==> src/hdl/cps_regs.svh <==
// register offsets, field positions, reset values and counts of the supervisor
// assumes a word-addressed avalon slave with 32-bit data
`ifndef CPS_REGS_SVH
`define CPS_REGS_SVH

`define CPS_REG_CTRL		4'h0
`define CPS_REG_STATUS		4'h1
`define CPS_REG_INT_STATUS	4'h2
`define CPS_REG_INT_MASK	4'h3

`define CPS_CTRL_EN_BIT		0
`define CPS_CTRL_EN_RESET	1'b1
`define CPS_INT_MASK_RESET	5'h00

`define CPS_INT_FAULT		0
`define CPS_INT_THERMAL		1
`define CPS_INT_FALLBACK	2
`define CPS_INT_SUPPLY		3
`define CPS_INT_MODE		4
`define CPS_INT_W		5

`define CPS_DEGLITCH_CYCLES	64
`define CPS_NOCONN_CYCLES	2000
`define CPS_DISCH_CYCLES	1000

`endif

==> src/hdl/cps_pkg.sv <==
// types and mode decoding of the charge port supervisor
// assumes nothing of its surroundings
`default_nettype none
package cps_pkg;

	typedef enum logic [2:0] {
		MODE_DISCHARGE,
		MODE_CHARGER_AUTO,
		MODE_STD_DATA_1,
		MODE_CHARGER_SHORTED,
		MODE_CHARGER_DIVIDER,
		MODE_STD_DATA_2,
		MODE_CHARGING_DATA
	} cps_mode_e;

	typedef enum logic [1:0] {
		SW_OFF,
		SW_ON,
		SW_LIMIT,
		SW_THERMAL
	} cps_sw_e;

	typedef enum logic [2:0] {
		AS_IDLE,
		AS_WATCH,
		AS_DISCH,
		AS_STD,
		AS_DONE
	} cps_as_e;

	// pins ordered {mode_select_0, mode_select_1, mode_select_2, limit_threshold_select}
	function automatic cps_mode_e cps_decode_mode(input logic [3:0] code);
		case (code[3:1])
		3'h0: cps_decode_mode = MODE_DISCHARGE;
		3'h1, 3'h3: cps_decode_mode = MODE_CHARGER_AUTO;
		3'h2, 3'h6: cps_decode_mode = MODE_STD_DATA_1;
		3'h4: cps_decode_mode = MODE_CHARGER_SHORTED;
		3'h5: cps_decode_mode = MODE_CHARGER_DIVIDER;
		default: cps_decode_mode = code[0] ? MODE_CHARGING_DATA : MODE_STD_DATA_2;
		endcase
	endfunction

endpackage
`default_nettype wire

==> src/hdl/cps_as_if.sv <==
// signals between the supervisor and its auto-switch sequencer
// assumes both ends run on the same clock
`timescale 1ns/100ps
`default_nettype none
interface cps_as_if;
	logic	enable;
	logic	attached;
	logic	connected;
	logic	discharge_req;
	logic	present_std;
	logic	fallback_evt;
	modport ctrl (
		output	enable,
		output	attached,
		output	connected,
		input	discharge_req,
		input	present_std,
		input	fallback_evt
	);
	modport fsm (
		input	enable,
		input	attached,
		input	connected,
		output	discharge_req,
		output	present_std,
		output	fallback_evt
	);
endinterface
`default_nettype wire

==> src/hdl/cps_autosw.sv <==
// sequencer that falls back from charging-data to standard-data presentation
// assumes enable, attached and connected are synchronous levels
`timescale 1ns/100ps
`default_nettype none
`include "cps_regs.svh"
module cps_autosw #(
	parameter int unsigned NOCONN_CYCLES = `CPS_NOCONN_CYCLES,
	parameter int unsigned DISCH_CYCLES  = `CPS_DISCH_CYCLES
) (
	input	wire logic	clk,
	input	wire logic	rstn,
	cps_as_if.fsm		bus
);
	localparam int unsigned MAXC = (NOCONN_CYCLES > DISCH_CYCLES) ? NOCONN_CYCLES : DISCH_CYCLES;
	localparam int unsigned CW = $clog2(MAXC + 1);
	localparam logic [CW-1:0] NOCONN_LAST = CW'(NOCONN_CYCLES - 1);
	localparam logic [CW-1:0] DISCH_LAST = CW'(DISCH_CYCLES - 1);

	cps_pkg::cps_as_e	state;
	cps_pkg::cps_as_e	next_state;
	logic	[CW-1:0]	cnt;
	wire			stay = bus.enable & bus.attached;

	always_comb begin
		next_state = state;
		case (state)
		cps_pkg::AS_IDLE:
			if (stay) next_state = cps_pkg::AS_WATCH;
		cps_pkg::AS_WATCH:
			if (!stay) next_state = cps_pkg::AS_IDLE;
			else if (bus.connected) next_state = cps_pkg::AS_DONE;
			else if (cnt == NOCONN_LAST) next_state = cps_pkg::AS_DISCH;
		cps_pkg::AS_DISCH:
			if (!bus.enable) next_state = cps_pkg::AS_IDLE;
			else if (cnt == DISCH_LAST) next_state = cps_pkg::AS_STD;
		cps_pkg::AS_STD:
			if (!stay) next_state = cps_pkg::AS_IDLE;
			else if (bus.connected) next_state = cps_pkg::AS_DONE;
		cps_pkg::AS_DONE:
			if (!stay) next_state = cps_pkg::AS_IDLE;
		default: next_state = cps_pkg::AS_IDLE;
		endcase
	end

	always_ff @(posedge clk) begin
		if (!rstn) begin
			state <= cps_pkg::AS_IDLE;
			cnt <= '0;
		end else begin
			state <= next_state;
			cnt <= (next_state != state) ? '0 : cnt + CW'(cnt != '1);
		end
	end

	assign bus.discharge_req = (state == cps_pkg::AS_DISCH);
	assign bus.present_std = (state == cps_pkg::AS_DISCH) || (state == cps_pkg::AS_STD);
	assign bus.fallback_evt = (state == cps_pkg::AS_WATCH) && (next_state == cps_pkg::AS_DISCH);
endmodule
`default_nettype wire

==> src/hdl/cps_deglitch.sv <==
// deglitch filter: output rises once the input has stayed high long enough
// assumes a synchronous input and a synchronous active-low reset
`timescale 1ns/100ps
`default_nettype none
`include "cps_regs.svh"
module cps_deglitch #(
	parameter int unsigned CYCLES = `CPS_DEGLITCH_CYCLES
) (
	input	wire logic	clk,
	input	wire logic	rstn,
	input	wire logic	din,
	output	var logic	dout
);
	localparam int unsigned CW = $clog2(CYCLES + 1);
	localparam logic [CW-1:0] LAST = CW'(CYCLES - 1);

	logic	[CW-1:0]	cnt;

	always_ff @(posedge clk) begin
		if (!rstn || !din) begin
			cnt <= '0;
			dout <= 1'b0;
		end else if (cnt == LAST)
			dout <= 1'b1;
		else
			cnt <= cnt + CW'(1);
	end
endmodule
`default_nettype wire

==> src/hdl/cps_supervisor.sv <==
// supervisory logic of a charging-port power switch with avalon registers
// assumes synchronous comparator inputs and one 10 MHz clock
`timescale 1ns/100ps
`default_nettype none
`include "cps_regs.svh"
module cps_supervisor #(
	parameter int unsigned DEGLITCH_CYCLES = `CPS_DEGLITCH_CYCLES,
	parameter int unsigned NOCONN_CYCLES   = `CPS_NOCONN_CYCLES,
	parameter int unsigned DISCH_CYCLES    = `CPS_DISCH_CYCLES
) (
	input	wire logic		clk,
	input	wire logic		rstn,
	input	wire logic [3:0]	avs_address,
	input	wire logic		avs_read,
	input	wire logic		avs_write,
	input	wire logic [31:0]	avs_writedata,
	output	var logic [31:0]	avs_readdata,
	output	var logic		avs_waitrequest,
	output	var logic		irq,
	input	wire logic		mode_select_0,
	input	wire logic		mode_select_1,
	input	wire logic		mode_select_2,
	input	wire logic		limit_threshold_select,
	input	wire logic		overcurrent,
	input	wire logic		temp_lower_hot,
	input	wire logic		temp_upper_hot,
	input	wire logic		supply_above_on,
	input	wire logic		supply_below_off,
	input	wire logic		port_attached,
	input	wire logic		data_connected,
	output	var logic		switch_on,
	output	var logic		current_limiting,
	output	var logic		upper_current_threshold,
	output	var logic		vbus_discharge,
	output	var logic [2:0]		port_mode,
	output	var logic		fault_n_out,
	output	var logic		fault_n_oe_n
);
	localparam int unsigned DW = $clog2(DISCH_CYCLES + 1);
	localparam logic [DW-1:0] DISCH_LOAD = DW'(DISCH_CYCLES);
	localparam int unsigned IW = `CPS_INT_W;

	cps_pkg::cps_mode_e	mode;
	cps_pkg::cps_mode_e	mode_q;
	cps_pkg::cps_sw_e	sw_state;
	cps_pkg::cps_sw_e	next_sw;
	logic			power_ok;
	logic			ctrl_en;
	logic	[DW-1:0]	disch_cnt;
	logic	[IW-1:0]	int_status;
	logic	[IW-1:0]	int_mask;
	logic			cl_long;

	cps_as_if as_bus ();

	// mode and threshold decode
	wire		next_power_ok;
	wire		pair_q;
	wire		pair_now;
	wire		mode_chg;
	wire		next_disch;
	wire		allowed;
	wire		ot_trip;
	wire		next_fault;
	wire		next_upper;
	wire	[IW-1:0]	events;
	wire	[IW-1:0]	clr_bits;
	wire	[IW-1:0]	next_int;
	wire	[31:0]	status_word;
	wire	[31:0]	rd_mux;
	wire		acc;
	wire		wr;
	wire		rd_int;

	assign mode = cps_pkg::cps_decode_mode({mode_select_0, mode_select_1,
		mode_select_2, limit_threshold_select});
	assign next_upper = (mode == cps_pkg::MODE_CHARGER_AUTO) ||
		((mode != cps_pkg::MODE_DISCHARGE) && limit_threshold_select);

	assign next_power_ok = supply_below_off ? 1'b0 :
		supply_above_on ? 1'b1 : power_ok;

	assign pair_q = (mode_q == cps_pkg::MODE_STD_DATA_2) ||
		(mode_q == cps_pkg::MODE_CHARGING_DATA);
	assign pair_now = (mode == cps_pkg::MODE_STD_DATA_2) ||
		(mode == cps_pkg::MODE_CHARGING_DATA);
	assign mode_chg = (mode != mode_q) && !(pair_q && pair_now);

	assign next_disch = (disch_cnt != '0) || mode_chg ||
		(mode == cps_pkg::MODE_DISCHARGE) || as_bus.discharge_req;

	assign allowed = power_ok && ctrl_en && !next_disch;

	assign ot_trip = temp_upper_hot ||
		(temp_lower_hot && (sw_state == cps_pkg::SW_LIMIT));

	assign as_bus.enable = (mode == cps_pkg::MODE_CHARGING_DATA) && power_ok;
	assign as_bus.attached = port_attached;
	assign as_bus.connected = data_connected;

	cps_autosw #(
		.NOCONN_CYCLES	(NOCONN_CYCLES),
		.DISCH_CYCLES	(DISCH_CYCLES)
	) u_autosw (
		.clk	(clk),
		.rstn	(rstn),
		.bus	(as_bus.fsm)
	);

	cps_deglitch #(
		.CYCLES	(DEGLITCH_CYCLES)
	) u_deglitch (
		.clk	(clk),
		.rstn	(rstn),
		.din	(sw_state == cps_pkg::SW_LIMIT),
		.dout	(cl_long)
	);

	// switch state machine
	always_comb begin
		next_sw = sw_state;
		case (sw_state)
		cps_pkg::SW_OFF:
			if (allowed && !temp_upper_hot)
				next_sw = overcurrent ? cps_pkg::SW_LIMIT : cps_pkg::SW_ON;
		cps_pkg::SW_ON:
			if (temp_upper_hot) next_sw = cps_pkg::SW_THERMAL;
			else if (!allowed) next_sw = cps_pkg::SW_OFF;
			else if (overcurrent) next_sw = cps_pkg::SW_LIMIT;
		cps_pkg::SW_LIMIT:
			if (ot_trip) next_sw = cps_pkg::SW_THERMAL;
			else if (!allowed) next_sw = cps_pkg::SW_OFF;
			else if (!overcurrent) next_sw = cps_pkg::SW_ON;
		cps_pkg::SW_THERMAL:
			if (!temp_upper_hot && !temp_lower_hot) next_sw = cps_pkg::SW_OFF;
		default: next_sw = cps_pkg::SW_OFF;
		endcase
	end

	assign next_fault = (next_sw == cps_pkg::SW_THERMAL) || cl_long;

	always_ff @(posedge clk) begin
		if (!rstn) begin
			sw_state <= cps_pkg::SW_OFF;
			mode_q <= cps_pkg::MODE_DISCHARGE;
			power_ok <= 1'b0;
		end else begin
			sw_state <= next_sw;
			mode_q <= mode;
			power_ok <= next_power_ok;
		end
	end

	always_ff @(posedge clk) begin
		if (!rstn)
			disch_cnt <= '0;
		else if (mode_chg)
			disch_cnt <= DISCH_LOAD;
		else if (disch_cnt != '0)
			disch_cnt <= disch_cnt - DW'(1);
	end

	// pin outputs
	always_ff @(posedge clk) begin
		if (!rstn) begin
			switch_on <= 1'b0;
			current_limiting <= 1'b0;
			upper_current_threshold <= 1'b0;
			vbus_discharge <= 1'b0;
			port_mode <= 3'h0;
			fault_n_out <= 1'b0;
			fault_n_oe_n <= 1'b1;
		end else begin
			switch_on <= (next_sw == cps_pkg::SW_ON) || (next_sw == cps_pkg::SW_LIMIT);
			current_limiting <= (next_sw == cps_pkg::SW_LIMIT);
			upper_current_threshold <= next_upper;
			vbus_discharge <= next_disch;
			port_mode <= as_bus.present_std ? cps_pkg::MODE_STD_DATA_2 : mode;
			fault_n_out <= 1'b0;
			fault_n_oe_n <= !next_fault;
		end
	end

	// interrupt events
	assign events[`CPS_INT_FAULT] = next_fault && fault_n_oe_n;
	assign events[`CPS_INT_THERMAL] = (next_sw == cps_pkg::SW_THERMAL) &&
		(sw_state != cps_pkg::SW_THERMAL);
	assign events[`CPS_INT_FALLBACK] = as_bus.fallback_evt;
	assign events[`CPS_INT_SUPPLY] = power_ok && !next_power_ok;
	assign events[`CPS_INT_MODE] = mode_chg;

	// avalon slave, one wait cycle per access
	assign acc = (avs_read || avs_write) && avs_waitrequest;
	assign wr = avs_write && !avs_waitrequest;
	assign rd_int = avs_read && !avs_waitrequest &&
		(avs_address == `CPS_REG_INT_STATUS);
	assign clr_bits = rd_int ? avs_readdata[IW-1:0] : '0;
	assign next_int = (int_status & ~clr_bits) | events;

	assign status_word = {21'h0, as_bus.present_std, !fault_n_oe_n, vbus_discharge,
		power_ok, (sw_state == cps_pkg::SW_THERMAL), current_limiting, switch_on,
		upper_current_threshold, port_mode};

	assign rd_mux = (avs_address == `CPS_REG_CTRL) ? {31'h0, ctrl_en} :
		(avs_address == `CPS_REG_STATUS) ? status_word :
		(avs_address == `CPS_REG_INT_STATUS) ? {{(32-IW){1'b0}}, int_status} :
		(avs_address == `CPS_REG_INT_MASK) ? {{(32-IW){1'b0}}, int_mask} : 32'h0;

	always_ff @(posedge clk) begin
		if (!rstn) begin
			avs_waitrequest <= 1'b1;
			avs_readdata <= 32'h0;
		end else begin
			avs_waitrequest <= !acc;
			if (acc)
				avs_readdata <= avs_read ? rd_mux : 32'h0;
		end
	end

	always_ff @(posedge clk) begin
		if (!rstn) begin
			ctrl_en <= `CPS_CTRL_EN_RESET;
			int_mask <= `CPS_INT_MASK_RESET;
		end else if (wr && avs_address == `CPS_REG_CTRL)
			ctrl_en <= avs_writedata[`CPS_CTRL_EN_BIT];
		else if (wr && avs_address == `CPS_REG_INT_MASK)
			int_mask <= avs_writedata[IW-1:0];
	end

	always_ff @(posedge clk) begin
		if (!rstn) begin
			int_status <= '0;
			irq <= 1'b0;
		end else begin
			int_status <= next_int;
			irq <= |(next_int & int_mask);
		end
	end
endmodule
`default_nettype wire

==> config.mk <==
export PLATFORM = sky130hd
export DESIGN_NAME = cps_supervisor
export DESIGN_NICKNAME = d
export VERILOG_FILES = /design/src/hdl/cps_pkg.sv /design/src/hdl/cps_as_if.sv /design/src/hdl/cps_autosw.sv /design/src/hdl/cps_deglitch.sv /design/src/hdl/cps_supervisor.sv
export VERILOG_INCLUDE_DIRS = /design/src /design/src/hdl
export SDC_FILE = /design/constraint.sdc
export NUM_CORES = 1
export LEC_CHECK = 0
export BUFFER_PORTS_ARGS = -buffer_cell sky130_fd_sc_hd__buf_4
export CAP_MARGIN = 5
export CORE_UTILIZATION = 45
export DETAILED_ROUTE_END_ITERATION = 8
export MAX_ROUTING_LAYER = met4
export PLACE_DENSITY = 0.7
export SYNTH_ARGS = -nofsm -noshare
export SYNTH_HDL_FRONTEND = slang
export SYNTH_SLANG_ARGS = --single-unit
==> constraint.sdc <==
create_clock -name clk -period 6.3 [get_ports clk]
set_input_delay 1.26 -clock clk [delete_from_list [all_inputs] [get_ports clk]]
set_output_delay 1.26 -clock clk [all_outputs]
set_load 0.02 [all_outputs]
Yosys cells after proc, flatten, opt, wreduce, memory -nomap -nowiden. Cells that the tools add are included.

Input port bits: 51. Output and inout bits: 43. Register bits: 91. Logic and storage cells: 154.

$add $sub $neg: 3. Equality and inequality tests: 32. Multiplexer cells: 33. Bitwise logic cells: 7. Reduce and logical (&&, ||, !) cells: 57.

Operator list (count): 11-bit two-way mux (3); 3-bit two-way mux (10); 3-bit one-hot mux with 5 select lines (2); 3-bit equality test, second input constant (8); 10-bit two-way mux (2); 2-bit two-way mux (10); 1-bit logical AND (19); 3-bit by 2-bit equality test with 1-bit output, second input constant (5); 5-bit two-way mux (3); 1-bit logical OR (12); 11-bit by 1-bit adder with 11-bit output (1); 11-bit by 10-bit equality test with 1-bit output, second input constant (1); 11-bit equality test, second input constant (1); 1-bit logical NOT (11); 11-bit != test, second input constant (1); 5-bit AND (2); 10-bit nonzero test (1); 2-bit OR reduction (5); 10-bit by 1-bit subtractor with 10-bit output, second input constant (1); 3-bit by 1-bit equality test with 1-bit output, second input constant (3); 3-bit logical NOT (3); 2-bit equality test, second input constant (4); 4-bit by 2-bit equality test with 1-bit output, second input constant (2); 2-bit one-hot mux with 4 select lines (1); other kinds (17) (21).

Logic depth before layout (Yosys ltp).
Depth after elaboration: 22. Mapped depth: 16. Depth with buffers taken out: 15.

Hierarchy. Synthesis repeated with hierarchy kept, for this count alone.

Cell total of the unflattened synthesis: 409. Area, all modules: 3707.3 um2.

Modules (own cells, without submodules): cps_supervisor (cells each 278, instances 1, area each 2502.4 um2); cps_autosw (cells each 95, instances 1, area each 848.3 um2); cps_deglitch (cells each 36, instances 1, area each 356.6 um2).

Worst setup path after synthesis. OpenSTA, ideal clock, no wires.

Path type: input-to-reg. Start: input mode_select_1. End: register irq. Setup slack: 2948 ps. Stages: 14. Arrival time: 3237 ps. Library setup time: 115 ps. Buffers on the path: 1. Cells stage by stage: buf_6 > nor2b_1 > xnor2_1 > a21oi_1 > o21ai_0 > nand3_1 > a22oi_1 > ha_1 > nor2_1 > nor2_1 > a21oi_1 > o22ai_1 > a211o_1 > o21a_1.

Cells in the longest elaborated chain, start to end: 22. Elaborated cells between the ends (all ways): 47. Those cells by class: 11 x eq/ne; 13 x mux; 3 x bitwise; 20 x reduce/logical.

RTL lines: from (decl) (RTL line cps_supervisor.sv:21) `input wire logic mode_select_1,`; 3-bit by 2-bit equality test with 1-bit output, or another cell as far along (RTL line cps_pkg.sv:33) `case (code[3:1])`; 2-bit OR reduction (RTL line cps_pkg.sv:33); 3-bit one-hot mux with 5 select lines * (RTL line cps_pkg.sv:33); 3-bit equality test, on equally long branches (RTL line cps_supervisor.sv:85, cps_supervisor.sv:86); 1-bit logical OR (RTL line cps_supervisor.sv:85) `assign pair_now = (mode == cps_pkg::MODE_STD_DATA_2) ||`; 1-bit logical AND (RTL line cps_supervisor.sv:87) `assign mode_chg = (mode != mode_q) && !(pair_q && pair_now);`; 1-bit logical NOT (RTL line cps_supervisor.sv:87); 1-bit logical AND (RTL line cps_supervisor.sv:87); [7 not listed]; 2-bit one-hot mux with 4 select lines * (RTL line cps_supervisor.sv:122) `case (sw_state)`; via next_sw[0] (RTL line cps_supervisor.sv:46) `cps_pkg::cps_sw_e next_sw;`; 2-bit equality test * (RTL line cps_supervisor.sv:140, cps_supervisor.sv:186); 1-bit logical OR (RTL line cps_supervisor.sv:140) `assign next_fault = (next_sw == cps_pkg::SW_THERMAL) || cl_long;`; 1-bit logical AND (RTL line cps_supervisor.sv:185) `` assign events[`CPS_INT_FAULT] = next_fault && fault_n_oe_n; ``; 5-bit OR * (RTL line cps_supervisor.sv:198) `assign next_int = (int_status & ~clr_bits) | events;`; 5-bit AND * (RTL line cps_supervisor.sv:236) `irq <= |(next_int & int_mask);`; 5-bit OR reduction * (RTL line cps_supervisor.sv:236); to (signal assigned) (RTL line cps_supervisor.sv:236); to (decl) (RTL line cps_supervisor.sv:19) `output var logic irq,`.

Mark *: on every way through the listed nets, which the timed path passes. The rest lies on a longest branch. A chain may end at the register's enable or synchronous reset.

Worst setup path in the final report.
Start: register disch_cnt[0]. End: register irq.

Cells in the longest elaborated chain, start to end: 15. Elaborated cells between the ends (all ways): 20. Those cells by class: 1 x eq/ne; 6 x mux; 2 x bitwise; 11 x reduce/logical.

RTL lines: from (decl) (RTL line cps_supervisor.sv:49) `logic [DW-1:0] disch_cnt;`; from (signal assigned) (RTL line cps_supervisor.sv:160) `disch_cnt <= disch_cnt - DW'(1);`; 10-bit nonzero test * (RTL line cps_supervisor.sv:89) `assign next_disch = (disch_cnt != '0) || mode_chg ||`; 1-bit logical OR * (2 in series) (RTL line cps_supervisor.sv:89); 1-bit logical OR * (RTL line cps_supervisor.sv:90) `(mode == cps_pkg::MODE_DISCHARGE) || as_bus.discharge_req;`; 1-bit logical NOT * (RTL line cps_supervisor.sv:92) `assign allowed = power_ok && ctrl_en && !next_disch;`; 1-bit logical AND * (RTL line cps_supervisor.sv:92); 2-bit two-way mux, or another cell as far along (RTL line cps_supervisor.sv:132) `else if (!allowed) next_sw = cps_pkg::SW_OFF;`; 2-bit two-way mux, on equally long branches (RTL line cps_supervisor.sv:131, cps_supervisor.sv:124, cps_supervisor.sv:127); 2-bit one-hot mux with 4 select lines * (RTL line cps_supervisor.sv:122); via next_sw[0] (RTL line cps_supervisor.sv:46); 2-bit equality test * (RTL line cps_supervisor.sv:140, cps_supervisor.sv:186); 1-bit logical OR (RTL line cps_supervisor.sv:140); 1-bit logical AND (RTL line cps_supervisor.sv:185); 5-bit OR * (RTL line cps_supervisor.sv:198); 5-bit AND * (RTL line cps_supervisor.sv:236); 5-bit OR reduction * (RTL line cps_supervisor.sv:236).

Marks and branches as above.

==> metrics.md <==
| Metric | Value |
|---|---|
| Chip Width | `89.8 µm` |
| Fraction of layout cells with a size suffix above 1 | `between 10% and 20%` |
| Input/output buffers | `44` |
| Worst setup SP type | `flip-flop` |
| Cts repair resizes | `0` |
| Detail Route Antenna Nets | `0` |
| Final HPWL DP | `between 5000 and 6000 µm` |
| Delay-heaviest family, CP | `simple AND/OR/NAND/NOR gates` |
| Area Overhead vs Synth | `13.7%` |
| Worst EP required | `about 6.6 ns` |
| WP data arrival | `around 4 ns` |
| Netlist cell types | `58` |
| Initial antenna violation count | `0` |
| Maximum fanout along the worst path | `8` |
| Hold WS | `0.470 ns` |
| CP Depth | `15` |
| Crit-path cells | `inv_1, ha_1, or3b_2, or4_4, or3_4, nor4b_2, nand3_1, a22oi_1, ha_1, nor2_1, nor2_1, a21oi_1, o22ai_1, a211o_1, o21a_1` |
| Pre-CTS setup slack | `2.48 ns` |
| Max-capacitance violation count | `0` |
| Starting Density | `47.3%` |
| R2r setup slk | `between 2 and 3 ns` |
| Die Ht | `89.8 µm` |
| Mapped Cells | `405` |
| Final RePlAce weighted congestion | `0.798` |
| Iteration count of the initial detailed-routing pass | `4` |
| Seq/Total Area, Yosys | `40.4%` |
| ANT cells | `0` |
| GRT Total Usage | `between 10% and 20%` |
| Worst Tran Pin Value | `0.850 ns` |
| Setup bufs post-CTS | `0` |
| Slowest-stage cell, CP | `or4_4` |
| # rows | `31` |
| Tmin final | `3.66 ns` |
| Critical path endpoint category | `flip-flop` |
| Final TNS setup | `0 ns` |
| Worst VDD drop | `120 µV` |
| Final count of pins violating max slew | `0` |
| Number of global-route vias before repair | `2593` |
| Filler cell count | `685` |
| Clk root buf | `clkbuf_8` |
| Hold crit path type | `reg -> reg` |
| Post-synthesis cell area | `3470 µm²` |
| Final global-route overflow total | `0` |
| Synth top cells by count | `70 x dfxtp_1, 56 x nor2_1, 25 x buf_4, 25 x nand2_1, 20 x a21oi_1` |
| Slew margin rel. | `43.1%` |
| Cts bufs inserted | `9` |
| Die ar. | `around 8100 µm²` |
| Top FF cell, synth | `dfxtp_1` |
| Final layout net count | `497` |
| GR met3 Demand/Resource | `4.23%` |
| TritonCTS clock tree | `done` |
| Final setup viols | `0` |
| Hold Startpoint | `u_deglitch.dout` |
| I/O Pins | `94` |
| Hold_buf cts | `0` |
| Remaining routing DRC violations | `0` |
| Final Worst Setup Slack | `2.64 ns` |
| Synth area leader | `dfxtp_1` |
| Synth Register Bits | `70` |
| Final hold violations | `0` |
| Clk Latency, worst-skew pair | `0.34 ns` |
| First-pass GRT wire length | `12100 µm` |
| Largest net degree at the start of global routing | `26` |
| Number of vias per cell | `5.13` |
| Final worst path period share | `58.0%` |
| Clock Path Buffers | `2` |
| Finished Layout Cells | `543` |
| Crit Path Category | `reg -> reg` |
| Most Crowded Layer GR | `met2` |
| FFs w/ async S/R, synth | `0%` |
| Core area | `7330 µm²` |
| Initial DRC Count | `83` |
| Yosys warns | `0` |
| Leakage | `1.62 nW` |
| Pwr Total | `0.989 mW` |
| Cells on worst reg2reg path | `15` |
| Post-route clock skew | `0.00499 ns` |
| CTS Sinks | `70` |
| Number of enable flip-flop cells after synthesis | `0` |
| Clock Pin Slew Worst Setup and Hold Paths | `around 0.08 ns` |
| Critical path's largest stage delay | `0.49 ns` |
| Maximum clock rate | `274 MHz` |
| Status | `complete, no violations` |
| Power per Cell Area | `251 nW/µm²` |
| Drt total wl | `7180 µm` |
| Met1 Resource Use GR | `24.4%` |
| Worst Hold Path Cells | `2` |
| # H-tree levels | `3` |
| Largest cells by area after synthesis | `dfxtp_1 40%, nor2_1 6.1%, buf_4 5.4%` |
| Buf/Inv on CP | `1` |
| Wirelength per Cell | `13.2 µm` |
| Vias | `2788` |
| Syn avg cell area | `8.56 µm²` |
| Most numerous cell in the Yosys netlist | `dfxtp_1` |
| Top-area cell type share of the netlist area | `40.4%` |
| Setup crit start | `disch_cnt[0]` |
| Placed Instances | `528` |
| Routing usage on met2 | `29.6%` |
| RSZ-0062 raised after global routing | `no` |
| Worst R2R Start | `disch_cnt[0]` |
[layer usage]
metal / wire length [µm] / share of wire [%]
met3: 345 / 4.8
met4: 93 / 1.3
met5: 0 / 0
met1: 3490 / 49
met2: 3250 / 45
[cell usage in the layout (no fill, tap or decap), drive strengths merged, types with 2 or more instances in the layout]
cell type	n
mux2i	10
nand2	25
or2	5
o21ai	14
nor2	56
or4b	3
and2	7
conb	22
ha	6
mux2	4
dfxtp	70
a31oi	6
xnor2	12
a221oi	2
bufinv	2
nor4	3
o22ai	2
clkbuf	9
a21oi	20
or3	3
a22oi	14
or3b	2
nor4b	2
nor3	10
buf	46
nor2b	4
inv	14
nor3b	5
nand2b	3
clkinv	4
xor2	8
nand3	19
or4	3
nand4	2
and3	10
[sequential cells by signal (all words and copies together), names as in the netlist, 2 cells and up]
| signal | cells |
|---|---|
| port_mode | 3 |
| int_mask | 5 |
| u_deglitch.cnt | 7 |
| avs_readdata | 11 |
| sw_state | 2 |
| mode_q | 3 |
| disch_cnt | 10 |
| u_autosw.state | 3 |
| int_status | 5 |
| u_autosw.cnt | 11 |
[cell families after synthesis]
family | after synthesis | share of synthesized area [%]
compound gates | 69 | 12.6
flops | 70 | 40.4
simple gates | 167 | 25.0
fa+ha+maj | 6 | 2.17
buf+inv | 57 | 9.74
xor+xnor | 20 | 5.05
other cells | 1 | 0.108
mux | 15 | 4.84
[final cells by class]
class | count | area [µm²] | area share (%)
repair buffers | 46 | 345 | 8.76
clock buffers | 9 | 124 | 3.14
flip-flops and latches | 70 | 1400 | 35.6
clock inverters | 6 | 87.6 | 2.22
multi-input cells | 299 | 1810 | 45.8
inverters | 14 | 52.6 | 1.33
well taps | 99 | 124 | 3.14
[worst min-delay path: cells and delay by family (launching register included)]
kind / cells / cell delay, ns
AO/OA/AOI/OAI: 1 / 0.05
flip-flops: 1 / 0.33
buffers and inverters: 1 / 0.05
[worst paths after layout]
check | endpoint
worst min register to register | u_deglitch.dout
worst max-delay path | irq
worst min-delay path | u_deglitch.dout
worst max register to register | irq
[where the power goes]
part	total (mW)	leakage (nW)	switching (mW)	internal [mW]
clock	0.390	0.109	0.169	0.221
sequential	0.475	0.571	0.0157	0.460
combinational	0.124	0.936	0.0728	0.0515
[metrics by stage]
step	util, %	cell area, µm²
5_1_grt	53.8	3940
3_5_place_dp	50.9	3730
2_1_floorplan	-	3550
6_report	53.8	3940
3_3_place_gp	50.9	3730
4_1_cts	53.8	3940
No activity file was read; power rests on OpenSTA's default activity.
